## src/common/mrs_pkg.sv

```systemverilog
package mrs_pkg;
    localparam int unsigned CLK_PERIOD_NS = 20;
    localparam int unsigned RAMP_TIME_NS = 85000;
    localparam int unsigned REF_STEPS = 16;
    localparam int unsigned RAMP_STEP_CYC = RAMP_TIME_NS / (CLK_PERIOD_NS * REF_STEPS);
    localparam int unsigned PG_DELAY_NS = 45000;
    localparam int unsigned PG_DELAY_CYC = (PG_DELAY_NS + CLK_PERIOD_NS - 1) / CLK_PERIOD_NS;
    localparam int unsigned CNT_W = 12;
    // reference dac: code 0 is 650 mV, code 15 is 750 mV
    localparam int unsigned REF_START_MV = 650;
    localparam int unsigned REF_FINAL_MV = 750;
    localparam int unsigned REF_W = 4;
    localparam logic [3:0] REF_START = 4'h0;
    localparam logic [3:0] REF_FINAL = 4'hF;
    localparam int unsigned TRIP_FIXED_MV = 60;
    localparam int unsigned DIS_FLOOR_MV = 200;
    localparam int unsigned TERM_ILIM_LOW_MA = 2200;
    localparam int unsigned TERM_ILIM_NORM_MA = 3800;
    localparam logic [7:0] ADDR_CTRL = 8'h00;
    localparam logic [7:0] ADDR_STATUS = 8'h04;
    localparam logic [7:0] ADDR_IRQ_STAT = 8'h08;
    localparam logic [7:0] ADDR_IRQ_MASK = 8'h0C;
    localparam int unsigned CTRL_EN_BIT = 0;
    localparam logic CTRL_EN_RESET = 1'b1;
    localparam int unsigned IRQ_W = 4;
    localparam int unsigned IRQ_PG_RISE = 0;
    localparam int unsigned IRQ_PG_FALL = 1;
    localparam int unsigned IRQ_OCP = 2;
    localparam int unsigned IRQ_SLEEP = 3;
    localparam logic [1:0] RESP_OKAY = 2'h0;
    localparam logic [1:0] RESP_SLVERR = 2'h2;

    typedef enum logic [1:0] {SLP_ON, SLP_RAM, SLP_OFF} mrs_sleep_e;
    typedef enum logic [2:0] {R_OFF, R_START, R_RAMP, R_WAITPG, R_DELAY, R_GOOD} mrs_rail_e;
    typedef enum logic [1:0] {D_IDLE, D_TRACK, D_NONTRACK, D_HOLD} mrs_dis_e;

    typedef struct packed {
        logic suspend_ram_n;
        logic soft_off_n;
        logic uv80;
        logic pg95;
        logic rail_floor;
        logic term_in5;
        logic term_out10;
        logic cur_over;
        logic sw_off;
        logic mode_bias;
        logic mode_gnd;
        logic sense_res;
    } mrs_sense_s;

    typedef struct packed {
        logic rail_en;
        logic ref_en;
        logic term_en;
        logic term_highz;
        logic term_ilim_low;
        logic trk_dis;
        logic dis_sw;
        logic ocp_half;
        logic trip_fixed;
        logic off_extend;
    } mrs_drive_s;
endpackage : mrs_pkg

```

## src/hw/mrs_sequencer.sv

```systemverilog
// The implementer's own choices: the AXI4-Lite register port and the placing of the registers.
`timescale 1ns/1ns
module mrs_sequencer #(
    parameter int unsigned RAMP_STEP_CYC = mrs_pkg::RAMP_STEP_CYC,
    parameter int unsigned PG_DELAY_CYC = mrs_pkg::PG_DELAY_CYC
) (
    input wire logic core_clk,
    input wire logic rstn,
    input wire mrs_pkg::mrs_sense_s sense_in,
    output mrs_pkg::mrs_drive_s drive,
    output logic [3:0] ref_code,
    output logic rail_ok_out_o,
    output logic rail_ok_out_oe,
    output logic irq,
    input wire logic [7:0] s_axi_awaddr,
    input wire logic s_axi_awvalid,
    output logic s_axi_awready,
    input wire logic [31:0] s_axi_wdata,
    input wire logic [3:0] s_axi_wstrb,
    input wire logic s_axi_wvalid,
    output logic s_axi_wready,
    output logic [1:0] s_axi_bresp,
    output logic s_axi_bvalid,
    input wire logic s_axi_bready,
    input wire logic [7:0] s_axi_araddr,
    input wire logic s_axi_arvalid,
    output logic s_axi_arready,
    output logic [31:0] s_axi_rdata,
    output logic [1:0] s_axi_rresp,
    output logic s_axi_rvalid,
    input wire logic s_axi_rready
);
    localparam logic [11:0] RAMP_LAST = 12'(RAMP_STEP_CYC - 1);
    localparam logic [11:0] PG_LAST = 12'(PG_DELAY_CYC - 1);

    mrs_pkg::mrs_sense_s sync1_reg;
    mrs_pkg::mrs_sense_s sense;
    mrs_pkg::mrs_sleep_e sleep_reg;
    mrs_pkg::mrs_sleep_e sleep_next;
    mrs_pkg::mrs_rail_e state_reg;
    mrs_pkg::mrs_dis_e dis_reg;
    logic [11:0] cnt_reg;
    logic been_good_reg;
    logic term_good_reg;
    logic ctrl_en_reg;
    logic [3:0] irq_stat_reg;
    logic [3:0] irq_mask_reg;
    logic [3:0] irq_ev;
    logic good_d_reg;
    logic aw_got_reg;
    logic w_got_reg;
    logic [7:0] aw_addr_reg;
    logic [31:0] w_data_reg;
    logic w_lane0_reg;
    logic wr_fire;
    logic run;

    function automatic mrs_pkg::mrs_sleep_e decode_sleep(input logic sus_n, input logic off_n);
        if (!off_n)
        begin
            return mrs_pkg::SLP_OFF;
        end
        return sus_n ? mrs_pkg::SLP_ON : mrs_pkg::SLP_RAM;
    endfunction : decode_sleep

    function automatic logic is_mapped(input logic [7:0] a);
        return a == mrs_pkg::ADDR_CTRL || a == mrs_pkg::ADDR_STATUS
            || a == mrs_pkg::ADDR_IRQ_STAT || a == mrs_pkg::ADDR_IRQ_MASK;
    endfunction : is_mapped

    // two-stage synchroniser for every pin
    always_ff @(posedge core_clk or negedge rstn)
    begin
        if (!rstn)
        begin
            sync1_reg <= '0;
            sense <= '0;
        end
        else
        begin
            sync1_reg <= sense_in;
            sense <= sync1_reg;
        end
    end

    assign sleep_next = decode_sleep(sense.suspend_ram_n, sense.soft_off_n);
    assign run = sleep_reg != mrs_pkg::SLP_OFF && ctrl_en_reg;

    always_ff @(posedge core_clk or negedge rstn)
    begin
        if (!rstn)
        begin
            sleep_reg <= mrs_pkg::SLP_OFF;
        end
        else
        begin
            sleep_reg <= sleep_next;
        end
    end

    // main rail soft-start and power-good sequence
    always_ff @(posedge core_clk or negedge rstn)
    begin
        if (!rstn)
        begin
            state_reg <= mrs_pkg::R_OFF;
            cnt_reg <= '0;
            ref_code <= mrs_pkg::REF_START;
        end
        else if (!run)
        begin
            state_reg <= mrs_pkg::R_OFF;
            cnt_reg <= '0;
            ref_code <= mrs_pkg::REF_START;
        end
        else
        begin
            case (state_reg)
                mrs_pkg::R_OFF:
                begin
                    state_reg <= mrs_pkg::R_START;
                    ref_code <= mrs_pkg::REF_START;
                    cnt_reg <= '0;
                end
                mrs_pkg::R_START:
                begin
                    if (sense.uv80)
                    begin
                        state_reg <= mrs_pkg::R_RAMP;
                        cnt_reg <= '0;
                    end
                end
                mrs_pkg::R_RAMP:
                begin
                    if (cnt_reg == RAMP_LAST)
                    begin
                        cnt_reg <= '0;
                        if (ref_code == mrs_pkg::REF_FINAL)
                        begin
                            state_reg <= mrs_pkg::R_WAITPG;
                        end
                        else
                        begin
                            ref_code <= ref_code + 4'h1;
                        end
                    end
                    else
                    begin
                        cnt_reg <= cnt_reg + 12'h001;
                    end
                end
                mrs_pkg::R_WAITPG:
                begin
                    cnt_reg <= '0;
                    if (sense.pg95)
                    begin
                        state_reg <= mrs_pkg::R_DELAY;
                    end
                end
                mrs_pkg::R_DELAY:
                begin
                    if (!sense.pg95)
                    begin
                        state_reg <= mrs_pkg::R_WAITPG;
                    end
                    else if (cnt_reg == PG_LAST)
                    begin
                        state_reg <= mrs_pkg::R_GOOD;
                    end
                    else
                    begin
                        cnt_reg <= cnt_reg + 12'h001;
                    end
                end
                mrs_pkg::R_GOOD:
                begin
                    if (!sense.pg95)
                    begin
                        state_reg <= mrs_pkg::R_WAITPG;
                    end
                end
                default:
                begin
                    state_reg <= mrs_pkg::R_OFF;
                end
            endcase
        end
    end

    always_ff @(posedge core_clk or negedge rstn)
    begin
        if (!rstn)
        begin
            been_good_reg <= 1'b0;
        end
        else if (state_reg == mrs_pkg::R_OFF)
        begin
            been_good_reg <= 1'b0;
        end
        else if (state_reg == mrs_pkg::R_GOOD)
        begin
            been_good_reg <= 1'b1;
        end
    end

    // termination good window with its own hysteresis
    always_ff @(posedge core_clk or negedge rstn)
    begin
        if (!rstn)
        begin
            term_good_reg <= 1'b0;
        end
        else if (!drive.term_en || sense.term_out10)
        begin
            term_good_reg <= 1'b0;
        end
        else if (sense.term_in5)
        begin
            term_good_reg <= 1'b1;
        end
    end

    // discharge selection while off
    always_ff @(posedge core_clk or negedge rstn)
    begin
        if (!rstn)
        begin
            dis_reg <= mrs_pkg::D_IDLE;
        end
        else if (run)
        begin
            dis_reg <= mrs_pkg::D_IDLE;
        end
        else
        begin
            case (dis_reg)
                mrs_pkg::D_IDLE:
                begin
                    if (sense.mode_bias)
                    begin
                        dis_reg <= mrs_pkg::D_HOLD;
                    end
                    else if (sense.mode_gnd)
                    begin
                        dis_reg <= mrs_pkg::D_NONTRACK;
                    end
                    else
                    begin
                        dis_reg <= mrs_pkg::D_TRACK;
                    end
                end
                mrs_pkg::D_TRACK:
                begin
                    if (sense.rail_floor)
                    begin
                        dis_reg <= mrs_pkg::D_NONTRACK;
                    end
                end
                mrs_pkg::D_NONTRACK, mrs_pkg::D_HOLD:
                begin
                    dis_reg <= dis_reg;
                end
                default:
                begin
                    dis_reg <= mrs_pkg::D_IDLE;
                end
            endcase
        end
    end

    // output drive, registered
    always_ff @(posedge core_clk or negedge rstn)
    begin
        if (!rstn)
        begin
            drive <= '0;
            rail_ok_out_oe <= 1'b1;
        end
        else
        begin
            drive.rail_en <= run;
            drive.ref_en <= run;
            drive.term_en <= ctrl_en_reg && sleep_reg == mrs_pkg::SLP_ON;
            drive.term_highz <= ctrl_en_reg && sleep_reg == mrs_pkg::SLP_RAM;
            drive.term_ilim_low <= !term_good_reg;
            drive.trk_dis <= dis_reg == mrs_pkg::D_TRACK;
            drive.dis_sw <= dis_reg == mrs_pkg::D_NONTRACK;
            drive.ocp_half <= state_reg == mrs_pkg::R_START || state_reg == mrs_pkg::R_RAMP
                || (been_good_reg && !sense.pg95);
            drive.trip_fixed <= sense.sense_res;
            drive.off_extend <= run && sense.sw_off && sense.cur_over;
            rail_ok_out_oe <= state_reg != mrs_pkg::R_GOOD;
        end
    end

    assign rail_ok_out_o = 1'b0;

    // interrupt events
    always_ff @(posedge core_clk or negedge rstn)
    begin
        if (!rstn)
        begin
            good_d_reg <= 1'b0;
        end
        else
        begin
            good_d_reg <= state_reg == mrs_pkg::R_GOOD;
        end
    end

    always_comb
    begin
        irq_ev = '0;
        irq_ev[mrs_pkg::IRQ_PG_RISE] = state_reg == mrs_pkg::R_GOOD && !good_d_reg;
        irq_ev[mrs_pkg::IRQ_PG_FALL] = state_reg != mrs_pkg::R_GOOD && good_d_reg;
        irq_ev[mrs_pkg::IRQ_OCP] = run && sense.sw_off && sense.cur_over && !drive.off_extend;
        irq_ev[mrs_pkg::IRQ_SLEEP] = sleep_next != sleep_reg;
    end

    always_ff @(posedge core_clk or negedge rstn)
    begin
        if (!rstn)
        begin
            irq_stat_reg <= '0;
        end
        else if (wr_fire && aw_addr_reg == mrs_pkg::ADDR_IRQ_STAT && w_lane0_reg)
        begin
            irq_stat_reg <= (irq_stat_reg & ~w_data_reg[3:0]) | irq_ev;
        end
        else
        begin
            irq_stat_reg <= irq_stat_reg | irq_ev;
        end
    end

    always_ff @(posedge core_clk or negedge rstn)
    begin
        if (!rstn)
        begin
            irq <= 1'b0;
        end
        else
        begin
            irq <= |(irq_stat_reg & irq_mask_reg);
        end
    end

    // axi4-lite write channel
    assign wr_fire = aw_got_reg && w_got_reg && !s_axi_bvalid;

    always_ff @(posedge core_clk or negedge rstn)
    begin
        if (!rstn)
        begin
            aw_got_reg <= 1'b0;
            w_got_reg <= 1'b0;
            aw_addr_reg <= '0;
            w_data_reg <= '0;
            w_lane0_reg <= 1'b0;
            s_axi_awready <= 1'b1;
            s_axi_wready <= 1'b1;
            s_axi_bvalid <= 1'b0;
            s_axi_bresp <= mrs_pkg::RESP_OKAY;
        end
        else
        begin
            if (s_axi_awvalid && s_axi_awready)
            begin
                aw_got_reg <= 1'b1;
                aw_addr_reg <= s_axi_awaddr;
                s_axi_awready <= 1'b0;
            end
            if (s_axi_wvalid && s_axi_wready)
            begin
                w_got_reg <= 1'b1;
                w_data_reg <= s_axi_wdata;
                w_lane0_reg <= s_axi_wstrb[0];
                s_axi_wready <= 1'b0;
            end
            if (wr_fire)
            begin
                aw_got_reg <= 1'b0;
                w_got_reg <= 1'b0;
                s_axi_bvalid <= 1'b1;
                s_axi_bresp <= is_mapped(aw_addr_reg) ? mrs_pkg::RESP_OKAY : mrs_pkg::RESP_SLVERR;
            end
            if (s_axi_bvalid && s_axi_bready)
            begin
                s_axi_bvalid <= 1'b0;
                s_axi_awready <= 1'b1;
                s_axi_wready <= 1'b1;
            end
        end
    end

    always_ff @(posedge core_clk or negedge rstn)
    begin
        if (!rstn)
        begin
            ctrl_en_reg <= mrs_pkg::CTRL_EN_RESET;
            irq_mask_reg <= '0;
        end
        else if (wr_fire && w_lane0_reg)
        begin
            if (aw_addr_reg == mrs_pkg::ADDR_CTRL)
            begin
                ctrl_en_reg <= w_data_reg[mrs_pkg::CTRL_EN_BIT];
            end
            if (aw_addr_reg == mrs_pkg::ADDR_IRQ_MASK)
            begin
                irq_mask_reg <= w_data_reg[3:0];
            end
        end
    end

    // axi4-lite read channel
    always_ff @(posedge core_clk or negedge rstn)
    begin
        if (!rstn)
        begin
            s_axi_arready <= 1'b1;
            s_axi_rvalid <= 1'b0;
            s_axi_rdata <= '0;
            s_axi_rresp <= mrs_pkg::RESP_OKAY;
        end
        else if (s_axi_arvalid && s_axi_arready)
        begin
            s_axi_arready <= 1'b0;
            s_axi_rvalid <= 1'b1;
            s_axi_rresp <= is_mapped(s_axi_araddr) ? mrs_pkg::RESP_OKAY : mrs_pkg::RESP_SLVERR;
            case (s_axi_araddr)
                mrs_pkg::ADDR_CTRL: s_axi_rdata <= {31'h0, ctrl_en_reg};
                mrs_pkg::ADDR_STATUS: s_axi_rdata <= {16'h0, 2'(dis_reg), 2'(sleep_reg),
                    term_good_reg, 3'(state_reg), ref_code, 4'h0};
                mrs_pkg::ADDR_IRQ_STAT: s_axi_rdata <= {28'h0, irq_stat_reg};
                mrs_pkg::ADDR_IRQ_MASK: s_axi_rdata <= {28'h0, irq_mask_reg};
                default: s_axi_rdata <= 32'h0;
            endcase
        end
        else if (s_axi_rvalid && s_axi_rready)
        begin
            s_axi_rvalid <= 1'b0;
            s_axi_arready <= 1'b1;
        end
    end
endmodule : mrs_sequencer

```

## config.mk

```make
export PLATFORM = sky130hd
export DESIGN_NAME = mrs_sequencer
export DESIGN_NICKNAME = d
export VERILOG_FILES = /design/src/common/mrs_pkg.sv /design/src/hw/mrs_sequencer.sv
export SDC_FILE = /design/constraint.sdc
export NUM_CORES = 1
export LEC_CHECK = 0
export BUFFER_PORTS_ARGS = -buffer_cell sky130_fd_sc_hd__buf_2
export CAP_MARGIN = 20
export CORE_UTILIZATION = 25
export DETAILED_ROUTE_END_ITERATION = 10
export PLACE_DENSITY = 0.5
export REMOVE_ABC_BUFFERS = 1
export SETUP_SLACK_MARGIN = 0.5
export SLEW_MARGIN = 20
export SYNTH_ARGS = -nofsm -noshare
export SYNTH_HDL_FRONTEND = slang
export SYNTH_SLANG_ARGS = --single-unit
```

## constraint.sdc

```tcl
create_clock -name core_clk -period 4.3 [get_ports core_clk]
set_input_delay 0.86 -clock core_clk [delete_from_list [all_inputs] [get_ports core_clk]]
set_output_delay 0.86 -clock core_clk [all_outputs]
set_load 0.01 [all_outputs]
```

Word-level counts from Yosys, hierarchy flattened
Index checks and enable logic that the tools add are counted.
Storage, ports and cells
  register bits after elaboration: 126
  bits of input ports: 71
Operators by class
  $add $sub $neg: 2
  equal/unequal tests: 34
  mux-type cells: 48
  bitwise gates (word level): 5
  reduce and logical (&&, ||, !) cells: 56
Operator list (number)
  $pmux W16 S4: 1
  $mux W12: 5
  $pmux W12 S4: 1
  $eq A8 B4 Y1 const B: 4
  $ne A3 B3 Y1 const B: 10
  $mux W3: 8
  $logic_and A1 B1 Y1: 19
  $mux W1: 19
  $pmux W3 S6: 1
  $eq A8 B3 Y1 const B: 2
  $logic_not A8 Y1: 2
  $mux W4: 4
  $reduce_bool A2 Y1: 8
  $mux W2: 7
  $add A12 B1 Y12 const B: 1
  $eq A12 B12 Y1 const B: 1
  $eq A12 B9 Y1 const B: 1
  $logic_or A1 B1 Y1: 9
  $and A4 B4 Y4: 2
  $or A4 B4 Y4: 2
  $pmux W4 S2: 1
  $eq A3 B2 Y1 const B: 2
  $eq A3 B3 Y1 const B: 2
  $logic_not A1 Y1: 6
  other kinds (20): 27

Longest topological paths before layout
  word-level depth: 7
  gate-level depth with buffers: 8
  depth with buffers taken out: 7

Worst setup path before layout
Ideal clock, no wire load.
  path kind: input-to-reg
  from: in s_axi_araddr[5]
  to: reg s_axi_rdata[10]
  arrival: 2090 ps
  data required time: 4234 ps
  path slack: 2143 ps
  cell stages on the path: 5
  path buffers: 1
  cell sequence: nor4_1 -> nand3_1 -> nor3b_1 -> clkbuf_1 -> a22o_1
Between the ends
  longest elaborated chain between the ends: 2
  elaborated cells between the ends (all ways): 5
RTL lines
  start: declaration: RTL line mrs_sequencer.sv:25  | input wire logic [7:0] s_axi_araddr,
  $eq A8 B4 Y1, or another cell as far along: RTL line mrs_sequencer.sv:431  | case (s_axi_araddr)
  $pmux W16 S4 (*): RTL line mrs_sequencer.sv:431
  end signal: assignment: RTL line mrs_sequencer.sv:432  | mrs_pkg::ADDR_CTRL: s_axi_rdata <= {31'h0, ctrl_en_reg};
  end signal: assignment: RTL line mrs_sequencer.sv:433  | mrs_pkg::ADDR_STATUS: s_axi_rdata <= {16'h0, 2'(dis_reg), 2'(sleep_reg),
  end signal: assignment: RTL line mrs_sequencer.sv:435  | mrs_pkg::ADDR_IRQ_STAT: s_axi_rdata <= {28'h0, irq_stat_reg};
  end: declaration: RTL line mrs_sequencer.sv:28  | output logic [31:0] s_axi_rdata,
Every way passes the cells marked *; elsewhere a longest branch is shown, timed or not.
A chain may end at the register's enable or synchronous reset.

Worst setup path after layout
  from: reg cnt_reg[5]
  to: reg cnt_reg[6]
Between the ends
  longest elaborated chain between the ends: 5
  elaborated cells between the ends (all ways): 10
RTL lines
  start: declaration: RTL line mrs_sequencer.sv:42  | logic [11:0] cnt_reg;
  start signal: assignment: RTL line mrs_sequencer.sv:149  | cnt_reg <= cnt_reg + 12'h001;
  start signal: assignment: RTL line mrs_sequencer.sv:172  | cnt_reg <= cnt_reg + 12'h001;
  $add A12 B1 Y12: RTL line mrs_sequencer.sv:149, mrs_sequencer.sv:172
  $mux W12: RTL line mrs_sequencer.sv:166  | else if (cnt_reg == PG_LAST)
  $mux W12: RTL line mrs_sequencer.sv:162  | if (!sense.pg95)
  $pmux W12 S4: RTL line mrs_sequencer.sv:118  | case (state_reg)
  $mux W12: RTL line mrs_sequencer.sv:110  | else if (!run)
Several ways; a longest one is shown, not always the timed one. The select of a mux whose other input is x is not followed.

==> impl_metrics.toml <==
[placement]
dpl_cell_area_um2 = 5104
hpwl_um = 6683
routabilityCongestion = 0.7471
io_buffers = 78

[worst_setup_path]
reg2reg_depth = 5
cp_slowest_cell = "a311oi_4"
r2r-start = "cnt_reg[5]"
r2r_setup_slack_ns = 1.87
crit_chain = "nor4_4 -> nand4b_1 -> a311oi_4 -> or2_1 -> o31ai_1"
cp.required_ns = 4.52
cp.arrival_ns = 2.65
slowest_delay_ns = 0.70
worstSetupPathType = "reg2reg"
cp_max_fo = 16
crit_path_end_kind = "register"
start_kind = "register"
r2r_end = "cnt_reg[6]"

[clock_network]
cts_num_sinks = 108
cts_resized = 0
tritoncts = "done"
cts_max_path_buffers = 2
hold_buffers = 0
cts_root_buf = "clkbuf_16"
post_cts_buffers = 0
cts_buffers = 9
clk_pin_slew_ns = 0.07
ctsHtreeMaxLevel = 3
clk-insertion-delay-late_ns = 0.35

[floorplan]
design.die.area_um2 = 18650
initial_core_util_pct = 25.90
io_pins = 129
rows = 48
core_area_um2 = 17480
fp.dieW_um = 136.6
die_h_um = 136.6

[timing]
max_freq_mhz = 412.3
fin_crit_ns = 2.426
hold_violations = 0
slew_viol_final = 0
fin_crit_sh_pct = 56.41
slew_headroom_pct = 41.75
rsz0062_at_grt = "no"
tns_ns = 0
worstMarginPinSlew_ns = 0.8699
finalSetupViolCount = 0
clock-skew-final_ns = 0.007434

[power_and_ir_drop]
ir_worst_vdd_mv = 0.1794
p_int_mw = 1.849
powerDensity_nw_per_um2 = 450.9
p_leak_nw = 2.521
switching_share_pct = 24.73
p_seq_share_pct = 50.6
switching_power_mw = 0.6073
clkPwrFrac_pct = 38.1
comb_power_share_pct = 11.3

[layout]
synthToLayoutAreaGrowth_pct = 20.34
n_fill_cell = 1757
regArea_um2 = 2710
final_area_um2 = 5448
multiInputGateArea_um2 = 1622
nNetsFinal = 536
largest_register_ffs = 16
drive_gt1_share_pct = 27.25
largest_register = "s_axi_rdata"
insertedDiodeCount = 0

[synth]
synth_compound_area_share_pct = 14.10
yosys-mux-area-fraction_pct = 5.611
synth_flop_cell = "dfrtp_1"
ys_ff_latch = 108
async_flop_share_pct = 100.0
seq_area_frac_synth_pct = 59.87
synth.distinct_cells = 61
synth-simple-area-share_pct = 12.94
synth_cells = 380
synthAdderAreaFrac_pct = 1.106
syn_avg_cell_area_um2 = 11.91
synth_edf_count = 0
ys_warn_count = 0
synth_xor_xnor_area_share_pct = 0.3870
synth_top_family_by_area = "compound AO/OA/AOI/OAI gates"
netlist_area_um2 = 4527

[global_route]
antenna_found_initial = 0
grt_max_degree = 56
grt_pass1_vias = 2941
grt_pass1_wl_um = 15320
track_usage_pct = 10.81
grt_overflow = 0

[detailed_routing]
wire_per_inst_um = 13.49
dr_total_vias = 3058
dr.pass1.iters = 4
drtIter0Drc = 174
drtAntennaViolNets = 0
drc = 0
viasPerCell = 4.425
routed_wl_um = 9322

[hold_path]
min_path_type = "reg2reg"
min_from = "sync1_reg[7]"
whs_path_depth = 0
hold_end = "sense[7]"

[run_status]
status = "finished, final reports clean"

[run]
max-cap-violations = 0
-- cells in the final DEF (no fill, tap or decap), drive strengths merged, types with 5 or more instances in the layout --
master,netlist,routed
o21ai,20,20
and3,6,6
inv,19,20
a22o,12,12
dfrtp,102,102
nor2,14,14
dfstp,6,6
o2bb2a,6,6
mux2,19,19
nand2,38,38
nand4,5,5
clkbuf,7,12
o31ai,7,7
nand3,10,10
conb,1,19
buf,22,81
nor2b,8,8
a21oi,9,9
-- final cells by class --
| type | instances | share of cell area (%) |
|---|---|---|
| sequential | 108 | 49.75 |
| multi-input combinational | 241 | 29.77 |
| timing repair buffer | 81 | 7.625 |
| tap | 225 | 5.168 |
| clock buffer | 12 | 4.892 |
| clock inverter | 4 | 1.424 |
| inverter | 20 | 1.378 |
-- per-stage QoR --
| step | power [mW] | instances | utilization, % | hold WS [ns] | worst slack [ns] |
|---|---|---|---|---|---|
| 2_1_floorplan | 1.413 | 369 | - | 0.3312 | 1.903 |
| 3_3_place_gp | 1.531 | 675 | 29.20 | 0.3371 | 1.712 |
| 3_5_place_dp | 1.550 | 675 | 29.20 | 0.3347 | 1.673 |
| 4_1_cts | 2.498 | 691 | 31.17 | 0.3502 | 1.815 |
| 5_1_grt | 2.594 | 691 | 31.17 | 0.3558 | 1.596 |
| 6_report | 2.456 | 691 | 31.17 | 0.3485 | 1.874 |
-- power groups by stage --
stage          clock (mW)  sequential, mW  combinational [mW]
2_1_floorplan           0            1.25               0.161
5_1_grt              1.01            1.26               0.318
3_3_place_gp            0            1.26               0.275
4_1_cts             0.967            1.24               0.287
6_report            0.936            1.24               0.278
3_5_place_dp            0            1.26               0.286
-- cells by family (layout without fill, tap and decap cells) --
kind of cell | Yosys count | after routing
AND/OR/NAND/NOR | 109 | 109
flip-flops | 108 | 108
AO/OA/AOI/OAI | 84 | 84
buffers and inverters | 49 | 117
multiplexers | 23 | 23
adder cells (fa/ha/maj) | 4 | 4
XOR/XNOR | 2 | 2
other | 1 | 19
-- synth_stat cells, types with 3 or more instances --
| cell | number | share of area, % |
|---|---|---|
| a21oi_1 | 9 | 0.99 |
| o2bb2a_1 | 5 | 1.1 |
| or4_1 | 3 | 0.50 |
| a22o_1 | 12 | 2.3 |
| dfrtp_1 | 102 | 56 |
| buf_4 | 20 | 3.3 |
| o21bai_1 | 3 | 0.50 |
| nor2_1 | 14 | 1.2 |
| o31ai_1 | 7 | 1.2 |
| nand4_1 | 4 | 0.55 |
| nand2_1 | 38 | 3.2 |
| a2bb2oi_1 | 3 | 0.58 |
| nor2b_1 | 8 | 1.1 |
| and3_1 | 6 | 0.83 |
| o2bb2ai_1 | 4 | 0.77 |
| nor3b_1 | 3 | 0.50 |
| nor3_1 | 3 | 0.33 |
| nand2b_1 | 4 | 0.55 |
| inv_1 | 19 | 1.6 |
| dfstp_2 | 6 | 3.5 |
| o21ai_0 | 19 | 2.1 |
| mux2i_1 | 4 | 0.88 |
| clkbuf_1 | 7 | 0.58 |
| ha_1 | 4 | 1.1 |
| mux2_2 | 18 | 4.5 |
| o22ai_1 | 3 | 0.41 |
| nand3_1 | 10 | 1.1 |
-- worst max-delay path by stage --
stage,from,depth (start not counted),to
floorplan,s_axi_araddr[5],4,s_axi_rdata[10]
global placement,s_axi_araddr[5],5,s_axi_rdata[6]
detailed placement,s_axi_araddr[5],5,s_axi_rdata[15]
CTS,cnt_reg[5],5,cnt_reg[6]
global route,cnt_reg[5],5,cnt_reg[6]
finish,cnt_reg[5],5,cnt_reg[6]
-- critical path: cells and delay by family (launching register included) --
kind               cells  cell delay (ns)
and+or+nand+nor        3             1.00
AOI/OAI and AO/OA      2             0.83
DFF                    1             0.46
-- metal layers --
layer	routed length, µm	vias to the layer above	global-route usage, %
met4	204	0	5.741
li1	-	1481	-
met1	4437	1493	14.55
met5	0	-	0
met3	425	14	2.556
met2	4255	70	16.02
Note: power is estimated with default switching activity, not from simulation.
